## src/ebrc_pkg.sv

```systemverilog
package ebrc_pkg;
    // ****************************************************
    // bus geometry
    // ****************************************************
    localparam int EBRC_ADDR_W = 23;     // address lines
    localparam int EBRC_DATA_W = 16;     // 16-bit data port
    localparam int EBRC_NUM_CS = 2;      // region selects
    localparam int EBRC_WAIT_W = 4;      // width of one region's wait count in wait_count_field
    // ****************************************************
    // reset values and counts
    // ****************************************************
    localparam logic [3:0] EBRC_WAIT_RST = 4'h0;       // no wait states after reset
    localparam int EBRC_TURN_BCLK = 2;                 // bus clocks with no write drive
    localparam logic [1:0] EBRC_TURN_CNT = 2'h2;       // same, at counter width
    localparam int EBRC_SYNC_STAGES = 2;               // synchroniser depth
    // ****************************************************
    // sequencer states
    // ****************************************************
    typedef enum logic [2:0] {
        EBRC_S_IDLE = 3'b111,
        EBRC_S_0 = 3'b000,   // address and read_write_n out
        EBRC_S_1 = 3'b001,   // region select and output enable asserted
        EBRC_S_2 = 3'b010,   // waiting for acknowledge
        EBRC_S_4 = 3'b100,   // acknowledge being negated
        EBRC_S_5 = 3'b101    // strobes negated, then release
    } ebrc_state_t;
endpackage : ebrc_pkg

```

## src/ebrc_seq.sv

```systemverilog
`timescale 1ns/1ps
`default_nettype none
module ebrc_seq
    import ebrc_pkg::*;
#(
    parameter int ADDR_W = EBRC_ADDR_W,
    parameter int DATA_W = EBRC_DATA_W,
    parameter int NUM_CS = EBRC_NUM_CS
)
(
    input wire logic sys_clk,
    input wire logic sys_rst,
    input wire logic clk_en,
    // bus clock, sampled as a pin
    input wire logic bus_clk,
    // request side, same clock
    input wire logic req_valid,
    input wire logic [ADDR_W-1:0] req_addr,
    input wire logic req_long,
    input wire logic [NUM_CS-1:0] req_region,
    input wire logic [NUM_CS-1:0] auto_ack_en,
    input wire logic [NUM_CS*4-1:0] wait_count_field,
    output logic req_ready,
    output logic rsp_valid,
    output logic [2*DATA_W-1:0] rsp_data,
    output logic write_allowed,
    // bus pins
    output logic [ADDR_W-1:0] addr_out,
    output logic addr_oe,
    output logic read_write_n,
    output logic read_write_oe,
    output logic [NUM_CS-1:0] region_select_n,
    output logic output_enable_n,
    input wire logic transfer_ack_n_in,
    output logic transfer_ack_n_out,
    output logic transfer_ack_oe,
    input wire logic [DATA_W-1:0] data_in,
    output logic [DATA_W-1:0] data_out,
    output logic data_oe
);
    // ****************************************************
    // elaboration checks
    // ****************************************************
    if (DATA_W != 16) begin : g_bad_w
        $error("data port must be 16 bits");
    end
    if (NUM_CS < 1) begin : g_bad_cs
        $error("need at least one region");
    end

    // ****************************************************
    // synchronised pins
    // ****************************************************
    logic bclk_lvl;      // bus clock level
    logic bclk_rise;     // rising edge seen
    logic bclk_fall;     // falling edge seen
    logic ack_lvl_n;     // synchronised external acknowledge
    logic [DATA_W-1:0] d_meta_ff;  // data first stage
    logic [DATA_W-1:0] d_sync_ff;  // data second stage

    ebrc_edge u_bclk (
        .sys_clk(sys_clk),
        .sys_rst(sys_rst),
        .clk_en(clk_en),
        .pin_in(bus_clk),
        .level(bclk_lvl),
        .rise(bclk_rise),
        .fall(bclk_fall)
    );

    ebrc_edge u_ack (
        .sys_clk(sys_clk),
        .sys_rst(sys_rst),
        .clk_en(clk_en),
        .pin_in(transfer_ack_n_in),
        .level(ack_lvl_n),
        .rise(),
        .fall()
    );

    // data lanes pass two flops; both paths share the same delay as bus clock
    always_ff @(posedge sys_clk)
    begin
        if (sys_rst)
        begin
            d_meta_ff <= '0;
            d_sync_ff <= '0;
        end
        else if (clk_en)
        begin
            d_meta_ff <= data_in;
            d_sync_ff <= d_meta_ff;
        end
    end

    // ****************************************************
    // sequencer state
    // ****************************************************
    ebrc_state_t state_ff, nxt_state;
    logic [ADDR_W-1:0] addr_ff;        // held address
    logic [NUM_CS-1:0] region_ff;      // held region
    logic long_ff;                     // longword, two word reads
    logic second_ff;                   // lower word in progress
    logic [3:0] wait_ff;               // remaining wait cycles
    logic [DATA_W-1:0] upper_ff;       // upper word store
    logic [1:0] turn_ff;               // post-read turnaround counter
    logic active_ff;                   // address and rw driven
    logic strobe_ff;                   // select and oe asserted
    logic auto_ff;                     // internal acknowledge asserted
    logic [ADDR_W-1:0] addr_out_ff;
    logic sel_auto_ff;   // drive internal acknowledge pin only for auto regions
    logic rsp_valid_ff;
    logic [2*DATA_W-1:0] rsp_data_ff;

    // per-region wait count and auto flag, one-hot region pick
    function automatic logic [3:0] pick_wait(input logic [NUM_CS-1:0] reg_sel,
                                             input logic [NUM_CS*4-1:0] fld);
        logic [3:0] w;
        w = EBRC_WAIT_RST;
        for (int i = 0; i < NUM_CS; i++)
            if (reg_sel[i])
                w = fld[i*4 +: 4];
        return w;
    endfunction

    wire sel_auto = |(region_ff & auto_ack_en);
    wire [3:0] sel_wait = pick_wait(region_ff, wait_count_field);
    // acknowledge seen: internal when auto, else external pin
    wire ack_seen = sel_auto ? (wait_ff == 4'h0) : ~ack_lvl_n;
    wire start = req_valid && (state_ff == EBRC_S_IDLE || state_ff == EBRC_S_5);
    wire word1 = long_ff && !second_ff;   // more words to fetch

    // next state on bus clock edges only
    always_comb
    begin
        nxt_state = state_ff;
        case (state_ff)
            EBRC_S_IDLE: if (bclk_rise && req_valid) nxt_state = EBRC_S_0;
            EBRC_S_0: if (bclk_fall) nxt_state = EBRC_S_1;
            EBRC_S_1: if (bclk_rise) nxt_state = EBRC_S_2;
            EBRC_S_2: if (bclk_rise && ack_seen) nxt_state = EBRC_S_4;
            EBRC_S_4: if (bclk_fall) nxt_state = EBRC_S_5;
            EBRC_S_5:
                if (bclk_rise)
                    nxt_state = (word1 || req_valid) ? EBRC_S_0 : EBRC_S_IDLE;
            default: nxt_state = EBRC_S_IDLE;
        endcase
    end

    // state register
    always_ff @(posedge sys_clk)
    begin
        if (sys_rst)
            state_ff <= EBRC_S_IDLE;
        else if (clk_en)
            state_ff <= nxt_state;
    end

    // request capture and word sequencing
    always_ff @(posedge sys_clk)
    begin
        if (sys_rst)
        begin
            addr_ff <= '0;
            region_ff <= '0;
            long_ff <= 1'b0;
            second_ff <= 1'b0;
        end
        else if (clk_en && bclk_rise)
        begin
            if (state_ff == EBRC_S_5 && word1)
            begin
                second_ff <= 1'b1;                  // lower word next
                addr_ff <= addr_ff + ADDR_W'(1);    // next 16-bit word
            end
            else if (start)
            begin
                addr_ff <= req_addr;
                region_ff <= req_region;
                long_ff <= req_long;
                second_ff <= 1'b0;
            end
        end
    end

    // wait counter: loaded in state one, counts whole bus clocks
    always_ff @(posedge sys_clk)
    begin
        if (sys_rst)
            wait_ff <= EBRC_WAIT_RST;
        else if (clk_en && bclk_rise)
        begin
            if (state_ff == EBRC_S_1)
                wait_ff <= sel_wait;
            else if (state_ff == EBRC_S_2 && wait_ff != 4'h0)
                wait_ff <= wait_ff - 4'h1;
        end
    end

    // ****************************************************
    // pin drive
    // ****************************************************
    // address, rw on rising edges; strobes on falling edges
    always_ff @(posedge sys_clk)
    begin
        if (sys_rst)
        begin
            active_ff <= 1'b0;
            strobe_ff <= 1'b0;
            addr_out_ff <= '0;
        end
        else if (clk_en)
        begin
            if (nxt_state == EBRC_S_0 && bclk_rise)
            begin
                active_ff <= 1'b1;
                addr_out_ff <= (state_ff == EBRC_S_5 && word1) ? addr_ff + ADDR_W'(1)
                             : (state_ff == EBRC_S_5 || state_ff == EBRC_S_IDLE)
                               && !word1 ? req_addr : addr_ff;
            end
            else if (state_ff == EBRC_S_5 && bclk_rise)
                active_ff <= 1'b0;                    // release
            if (nxt_state == EBRC_S_1)
                strobe_ff <= 1'b1;
            else if (nxt_state == EBRC_S_5)
                strobe_ff <= 1'b0;
        end
    end

    // internal acknowledge: asserted once the wait count is zero in state two, a bus clock before the capturing edge, negated in state four
    always_ff @(posedge sys_clk)
    begin
        if (sys_rst)
            auto_ff <= 1'b0;
        else if (clk_en)
        begin
            if (state_ff == EBRC_S_2 && sel_auto && wait_ff == 4'h0)
                auto_ff <= 1'b1;
            else if (state_ff == EBRC_S_4 || state_ff == EBRC_S_IDLE)
                auto_ff <= 1'b0;
        end
    end

    // data capture; longword assembles upper word first
    always_ff @(posedge sys_clk)
    begin
        if (sys_rst)
        begin
            upper_ff <= '0;
            rsp_valid_ff <= 1'b0;
            rsp_data_ff <= '0;
        end
        else if (clk_en)
        begin
            rsp_valid_ff <= 1'b0;
            if (state_ff == EBRC_S_2 && bclk_rise && ack_seen)
            begin
                if (word1)
                    upper_ff <= d_sync_ff;
                else
                begin
                    rsp_valid_ff <= 1'b1;
                    rsp_data_ff <= long_ff ? {upper_ff, d_sync_ff} : {16'h0000, d_sync_ff};
                end
            end
        end
    end

    // turnaround: hold off write drive two bus clocks after a read
    always_ff @(posedge sys_clk)
    begin
        if (sys_rst)
            turn_ff <= 2'h0;
        else if (clk_en)
        begin
            if (state_ff == EBRC_S_5 && bclk_rise)
                turn_ff <= EBRC_TURN_CNT;
            else if (bclk_rise && turn_ff != 2'h0)
                turn_ff <= turn_ff - 2'h1;
        end
    end

    // ****************************************************
    // outputs
    // ****************************************************
    logic req_ready_ff;
    logic write_ok_ff;
    always_ff @(posedge sys_clk)
    begin
        if (sys_rst)
        begin
            req_ready_ff <= 1'b0;
            write_ok_ff <= 1'b0;
        end
        else if (clk_en)
        begin
            req_ready_ff <= bclk_rise && start && !word1;
            write_ok_ff <= (turn_ff == 2'h0) && (state_ff == EBRC_S_IDLE);
        end
    end

    // region selects held as a flop vector
    logic [NUM_CS-1:0] cs_n_ff;
    always_ff @(posedge sys_clk)
    begin
        if (sys_rst)
            cs_n_ff <= '1;
        else if (clk_en)
            cs_n_ff <= (nxt_state == EBRC_S_1 || (strobe_ff && nxt_state != EBRC_S_5))
                       ? ~region_ff : '1;
    end

    assign req_ready = req_ready_ff;
    assign rsp_valid = rsp_valid_ff;
    assign rsp_data = rsp_data_ff;
    assign write_allowed = write_ok_ff;
    assign addr_out = addr_out_ff;
    assign addr_oe = active_ff;
    assign read_write_n = 1'b1;            // reads only
    assign read_write_oe = active_ff;
    assign region_select_n = cs_n_ff;
    assign output_enable_n = ~strobe_ff;
    assign transfer_ack_n_out = ~auto_ff;
    assign transfer_ack_oe = sel_auto_ff;
    assign data_out = '0;
    assign data_oe = 1'b0;                 // never drive data on reads

    // acknowledge drive enable, one cycle behind the internal acknowledge
    always_ff @(posedge sys_clk)
    begin
        if (sys_rst)
            sel_auto_ff <= 1'b0;
        else if (clk_en)
            sel_auto_ff <= auto_ff;
    end

    logic unused_lvl;    // bus clock level only used for edges
    assign unused_lvl = bclk_lvl;
endmodule // ebrc_seq
`default_nettype wire

```

## src/ebrc_edge.sv

```systemverilog
`timescale 1ns/1ps
`default_nettype none
// ****************************************************
// synchroniser and edge finder for one pin
// ****************************************************
module ebrc_edge
    import ebrc_pkg::*;
(
    input wire logic sys_clk,
    input wire logic sys_rst,
    input wire logic clk_en,
    input wire logic pin_in,
    output logic level,
    output logic rise,
    output logic fall
);
    logic meta_ff;   // first stage, read only by sync_ff
    logic sync_ff;   // second stage
    logic last_ff;   // delayed copy for edge finding

    // two-stage synchroniser, then one more stage for edges
    always_ff @(posedge sys_clk)
    begin
        if (sys_rst)
        begin
            meta_ff <= 1'b0;
            sync_ff <= 1'b0;
            last_ff <= 1'b0;
        end
        else if (clk_en)
        begin
            meta_ff <= pin_in;
            sync_ff <= meta_ff;
            last_ff <= sync_ff;
        end
    end

    assign level = sync_ff;
    assign rise = sync_ff & ~last_ff;
    assign fall = ~sync_ff & last_ff;
endmodule // ebrc_edge
`default_nettype wire

```

## config.mk

```make
export PLATFORM = sky130hd
export DESIGN_NAME = ebrc_seq
export DESIGN_NICKNAME = d
export VERILOG_FILES = /design/src/ebrc_pkg.sv /design/src/ebrc_seq.sv /design/src/ebrc_edge.sv
export SDC_FILE = /design/constraint.sdc
export NUM_CORES = 1
export LEC_CHECK = 0
export BUFFER_PORTS_ARGS = -buffer_cell sky130_fd_sc_hd__buf_2
export CAP_MARGIN = 10
export CORE_ASPECT_RATIO = 1.1
export CORE_MARGIN = 2
export CORE_UTILIZATION = 45
export DETAILED_ROUTE_END_ITERATION = 8
export PLACE_DENSITY = 0.67
export SLEW_MARGIN = 40
export SYNTH_ARGS = -nofsm -noshare
export SYNTH_HDL_FRONTEND = slang
export SYNTH_SLANG_ARGS = --single-unit
```

## constraint.sdc

```tcl
create_clock -name sys_clk -period 2.5 [get_ports sys_clk]
set_clock_uncertainty 0.15 [all_clocks]
set_input_delay 0.5 -clock sys_clk [delete_from_list [all_inputs] [get_ports sys_clk]]
set_output_delay 0.5 -clock sys_clk [all_outputs]
set_load 0.05 [all_outputs]
```

# [Word-level counts from Yosys, hierarchy flattened]
# Cells that the tools add are included.
# W data, S select, Z words.
[totals] regBits=153 latchBits=0 ram_bits=0 mem_bits_ro=0 inputBits=58 out_inout_bits=83 word_cells=126 memories=0
[classes] n_addsub=3 multipliers=0 n_div=0 magnitude_cmp=0 n_eq_ne=8 n_shift=0 mux=31 bitwise_logic=11 reduce_logical=48
[ops] op="$mux W23" n=4
[ops] op="$mux W32" n=1
[ops] op="$add A23 B1 Y23 const B" n=1
[ops] op="$mux W3" n=7
[ops] op="$logic_and A1 B1 Y1" n=19
[ops] op="$pmux W3 S6" n=1
[ops] op="$mux W4" n=4
[ops] op="$reduce_and A2 Y1" n=7
[ops] op="$reduce_bool A2 Y1" n=7
[ops] op="$eq A3 B3 Y1 const B" n=4
[ops] op="$mux W1" n=11
[ops] op="$reduce_and A3 Y1" n=3
[ops] op="$not A1 Y1" n=7
[ops] op="$eq A3 B1 Y1 const B" n=2
[ops] op="$logic_not A3 Y1" n=2
[ops] op="$mux W2" n=3
[ops] op="$logic_not A4 Y1" n=1
[ops] op="$logic_or A1 B1 Y1" n=4
[ops] op="$reduce_bool A4 Y1" n=1
[ops] op="$sub A4 B1 Y4 const B" n=1
[ops] op="$eq A3 B2 Y1 const B" n=1
[ops] op="$ne A3 B3 Y1 const B" n=1
[ops] op="$and A1 B1 Y1" n=2
[ops] op="$and A2 B2 Y2" n=1
[ops] op="other kinds (5)" n=6

# [Depth between registers and ports, before layout]
[depth] ltp_word=10 depth_mapped=9

# [Modules after synthesis]
# A second synthesis with hierarchy kept.
[hier_totals] hier_cells=887 hier_area_um2=7373.3
[by_module_without_submodules] module="ebrc_seq" n_inst=1 cells_per_inst=865 area_each_um2=7145.6 seq_area_each_um2=2962.8
[by_module_without_submodules] module="ebrc_edge" n_inst=2 cells_per_inst=11 area_each_um2=113.9 seq_area_each_um2=60.1

# [Worst setup path after synthesis]
# Ideal clock, no wire load.
[synth_timing] kind="input-to-reg" startpoint="input port auto_ack_en[0]" endpoint="register addr_out_ff[13], in the netlist addr_out[13]" setup_ps=123 arrival_ps=2003 setup_slack_ps=224 cell_stages=6 n_path_buf=1 cell_sequence="a22o_1 -> mux2_4 -> a32oi_4 -> nand4_4 -> buf_6 -> mux2_1"
[synth_via] elab_chain_len=9
[synth_lines] element="start, declared" line_no="ebrc_seq.sv:21" rtl="input wire logic [NUM_CS-1:0] auto_ack_en,"
[synth_lines] element="$and A2 B2 Y2" line_no="ebrc_seq.sv:126" rtl="wire sel_auto = |(region_ff & auto_ack_en);"
[synth_lines] element="$reduce_or A2 Y1" line_no="ebrc_seq.sv:126"
[synth_lines] element="$mux W1" line_no="ebrc_seq.sv:129" rtl="wire ack_seen = sel_auto ? (wait_ff == 4'h0) : ~ack_lvl_n;"
[synth_lines] element="$logic_and A1 B1 Y1" line_no="ebrc_seq.sv:141" rtl="EBRC_S_2: if (bclk_rise && ack_seen) nxt_state = EBRC_S_4;"
[synth_lines] element="$mux W3" line_no="ebrc_seq.sv:141"
[synth_lines] element="$pmux W3 S6" line_no="ebrc_seq.sv:137" rtl="case (state_ff)"
[synth_lines] element="$logic_not A3 Y1" line_no="ebrc_seq.sv:214" rtl="if (nxt_state == EBRC_S_0 && bclk_rise)"
[synth_lines] element="$logic_and A1 B1 Y1" line_no="ebrc_seq.sv:214"
[synth_lines] element="$reduce_and A2 Y1 (no line)"
[synth_lines] element="end signal, assigned" line_no="ebrc_seq.sv:217" rtl="addr_out_ff <= (state_ff == EBRC_S_5 && word1) ? addr_ff + ADDR_W'(1)"
[synth_lines] element="end, declared" line_no="ebrc_seq.sv:110" rtl="logic [ADDR_W-1:0] addr_out_ff;"
# No other way between the ends.
# A chain may end at the register's enable or synchronous reset.

# [Worst setup path after layout]
[layout_timing] startpoint="register state_ff[0]" endpoint="register rsp_data_ff[18], in the netlist rsp_data[18]"
[layout_via] elab_chain_len=4
[layout_lines] element="start, declared" line_no="ebrc_seq.sv:99" rtl="ebrc_state_t state_ff, nxt_state;"
[layout_lines] element="start signal, assigned" line_no="ebrc_seq.sv:156" rtl="state_ff <= nxt_state;"
[layout_lines] element="$eq A3 B2 Y1" line_no="ebrc_seq.sv:256" rtl="if (state_ff == EBRC_S_2 && bclk_rise && ack_seen)"
[layout_lines] element="$logic_and A1 B1 Y1 (2 in a row)" line_no="ebrc_seq.sv:256"
[layout_lines] element="$reduce_and A3 Y1 (no line)"
[layout_lines] element="end signal, assigned" line_no="ebrc_seq.sv:263" rtl="rsp_data_ff <= long_ff ? {upper_ff, d_sync_ff} : {16'h0000, d_sync_ff};"
[layout_lines] element="end, declared" line_no="ebrc_seq.sv:113" rtl="logic [2*DATA_W-1:0] rsp_data_ff;"
# No other way between the ends.

==> flow_summary_export.csv <==
group,metric,value,unit
clock_tree,cts_tree,"yes",
sta,layout_min_cycle_time,2.36,ns
global_routing,grt_max_degree,122,
placed_design,place_hpwl,14.3,mm
setup_path,required,2.69,ns
clock_tree,hold_buffers,0,
sta,setup_ws,0.142,ns
global_routing,grt_pass1_vias,6610,
drt,ant_nets,0,
logic_synthesis,avgSynthCellArea,8.39,um^2
sta,relSlewSlack,62.2,%
floorplanning,die_h,140,um
setup_path,path_max_fanout,32,
floorplanning,rows,49,
global_routing,grt_overflow,0,
sta,max_freq,424,MHz
sta,rsz0062_at_grt,"no",
drt,wl_per_cell,16.7,um
clock_tree,htreeDepth,4,
sta,finalSetupTns,0,ns
floorplanning,initial_core_util,46.3,%
power,ir_drop,433,uV
power,power.leakage,3.92,nW
logic_synthesis,yosysSeqAreaShare,40.2,%
placed_design,dp_slack,-0.117,ns
logic_synthesis,synth_warnings,0,
final_layout,area_growth,21.4,%
setup_path,worstPathCellList,"buf_4 > or3b_1 > nor3_1 > and3_1 > buf_12 > nand3_1 > a21oi_1",
placed_design,placed_area,0.00862,mm^2
clock_tree,clk_pin_slew,0.07,ns
floorplanning,pin_count,141,
final_layout,drive_gt1_share,23.0,%
logic_synthesis,ys_seq_elements,153,
floorplanning,die_area,0.0180,mm^2
setup_path,critPathArrivalTime,2.55,ns
worst_hold_path,hold_depth,3,
job,maxCapViolCount,0,
sta,tightestPinTransition,0.567,ns
setup_path,cp-start-kind,"register",
sta,slew_violations,0,
setup_path,crit_start,"state_ff[0]",
setup_path,crit_type,"reg -> reg",
setup_path,end_kind,"register",
final_layout,stdcell_area,0.00924,mm^2
worst_hold_path,hold_start,"data_in[2]",
floorplanning,chipWidth,128,um
drt,drt_iter0_drc,467,
final_layout,antennaDiodeCount,0,
drt,viasPerCell,5.66,
sta,finalCritPeriodShare,94.3,%
logic_synthesis,synth_edf_count,0,
drt,drt_wl_total,20.8,mm
logic_synthesis,syn_inst,908,
worst_hold_path,holdPathEnd,"d_meta_ff[2]",
setup_path,rr_endpoint,"rsp_data[18]",
power,p_per_area,593,mW/mm^2
sta,final-hold-violation-count,0,
logic_synthesis,ys_types,81,
setup_path,critPathSlowestCell,"or3b_1",
final_layout,n_fill_cell,1560,
clock_tree,clockBufferDepth,2,
clock_tree,clk_latency,0.43,ns
setup_path,r2r_cells,7,
global_routing,grt_pass1_wl,33.9,mm
sta,final-setup-viol-count,0,
setup_path,worstReg2RegStart,"state_ff[0]",
global_routing,antenna_found_initial,0,
clock_tree,cts_sinks,153,
final_layout,final_util,56.3,%
floorplanning,core_area,0.0164,mm^2
power,power.total,5.48,mW
logic_synthesis,synth-main-ff-cell,"dfxtp_1",
drt,drc_errors,0,
final_layout,layout.nets,1096,
run_status,outcome,"finished clean",
setup_path,rrSetupSlack,0.14,ns
logic_synthesis,synth_area,0.00761,mm^2
placed_design,port_buffers,122,
worst_hold_path,hold_class,"in -> reg",
drt,vias,7084,
global_routing,grt_use_total,23.6,%
drt,drt_pass1_iterations,5,
setup_path,slowest_delay,0.41,ns
clock_tree,cts_buffers,17,
logic_synthesis,async_flop_share,0,%
placed_design,gp_congestion,0.915,
clock_tree,cts_root_buffer,"clkbuf_16",
## synth_stat cells, types with 3 or more instances
cell type,number,area share (%)
nor2_1,88,4.3
dfxtp_1,153,40
o221ai_1,4,0.46
o22ai_1,4,0.33
nor3b_1,3,0.30
clkbuf_1,49,2.4
nand4_1,9,0.74
a221oi_1,3,0.35
o211ai_1,6,0.59
a211o_1,8,0.92
a21oi_1,79,5.2
mux2i_1,64,8.4
o21ai_0,33,2.2
or3b_1,3,0.35
nor3_1,12,0.79
and3_1,9,0.74
or4_1,8,0.79
nand3_1,35,2.3
inv_1,17,0.84
and2_1,5,0.41
o21ai_1,5,0.33
a211oi_1,11,1.1
buf_2,20,1.3
o311a_1,4,0.53
a221oi_2,4,0.79
a31oi_1,12,0.99
nor4_1,8,0.66
nand2b_1,9,0.74
and4_1,3,0.35
nand3b_1,3,0.30
o31ai_1,6,0.59
mux2_2,4,0.59
a21o_1,11,1.1
buf_1,5,0.25
nor2b_1,14,1.2
ha_1,4,0.66
nand2_1,101,5.0
mux2_1,6,0.89
o32ai_1,4,0.46
o311ai_0,3,0.35
buf_4,22,2.2
a22oi_1,9,0.89
or3_1,6,0.49
## metrics by stage
stage,hold WS [ns],cells
2_1_floorplan,0.294,924
3_3_place_gp,0.285,1217
3_5_place_dp,0.296,1217
4_1_cts,0.142,1251
5_1_grt,0.155,1251
6_report,0.156,1251
## cell usage in the layout, fill, tap and decap left out, types with 17 or more instances in the layout
master / count
conb_1: 18
buf_2: 121
inv_1: 17
buf_4: 60
nand3_1: 35
clkbuf_16: 17
mux2i_1: 64
o21ai_0: 33
dfxtp_1: 152
nor2_1: 88
nand2_1: 101
a21oi_1: 79
## critical path: cells and delay by family, from the launching register on
kind | cells | cell delay [ns]
and+or+nand+nor | 4 | 1.14
DFF | 1 | 0.40
AOI/OAI and AO/OA | 1 | 0.15
buffers and inverters | 2 | 0.40
## cells by family (layout without fill, tap and decap cells)
| logic type | after synthesis | after routing | share of synthesized area (%) |
|---|---|---|---|
| fa+ha+maj | 4 | 4 | 0.657 |
| compound gates | 233 | 233 | 20.8 |
| buf+inv | 115 | 238 | 7.18 |
| other cells | 2 | 18 | 0.0986 |
| xor+xnor | 1 | 1 | 0.115 |
| flops | 153 | 153 | 40.2 |
| mux | 75 | 75 | 10.1 |
| simple gates | 325 | 325 | 20.9 |
## power by group
| part | leakage (nW) | switching, mW | internal, mW |
|---|---|---|---|
| Clock | 0.294 | 1.13 | 1.45 |
| Sequential | 1.24 | 0.0230 | 2.47 |
| Combinational | 2.38 | 0.266 | 0.142 |
| Total | 3.92 | 1.42 | 4.06 |
## timing repair
item                       4_1_cts  5_1_grt
gates resized for setup          0        2
setup endpoints to repair        1        4
setup buffers                    2        0
pin swaps                        1        0
## flip-flops by register name, indices dropped and copies added (netlist names), 3 cells and up
signal / count
rsp_data: 32
upper_ff: 16
addr_out: 23
d_sync_ff: 16
d_meta_ff: 16
wait_ff: 4
state_ff: 3
addr_ff: 23
## layout make-up
class / instances / area [um^2] / area share, %
multi-input cells: 656 / 4070 / 44.0
flip-flops and latches: 153 / 3060 / 33.2
repair buffers: 188 / 1200 / 12.9
clock buffers: 18 / 439 / 4.75
well taps: 204 / 255 / 2.76
clock inverters: 14 / 154 / 1.67
inverters: 18 / 67.6 / 0.731
## how the worst max path moves through the flow
stage	to	slack, ns	depth (start not counted)
2_1_floorplan	addr_out[13]	0.22	6
6_report	rsp_data[18]	0.14	7
3_3_place_gp	addr_out[9]	-0.06	7
5_1_grt	addr_out[16]	0.02	6
4_1_cts	addr_out[16]	0.09	6
3_5_place_dp	addr_out[2]	-0.12	7
## per-layer routing
layer / share of wire, % / GRT usage (%)
met2: 47 / 37.6
met4: 2.3 / 8.85
met5: 0 / 0
met1: 43 / 30.2
met3: 7.4 / 6.84
(Power assumes the default switching activity.)
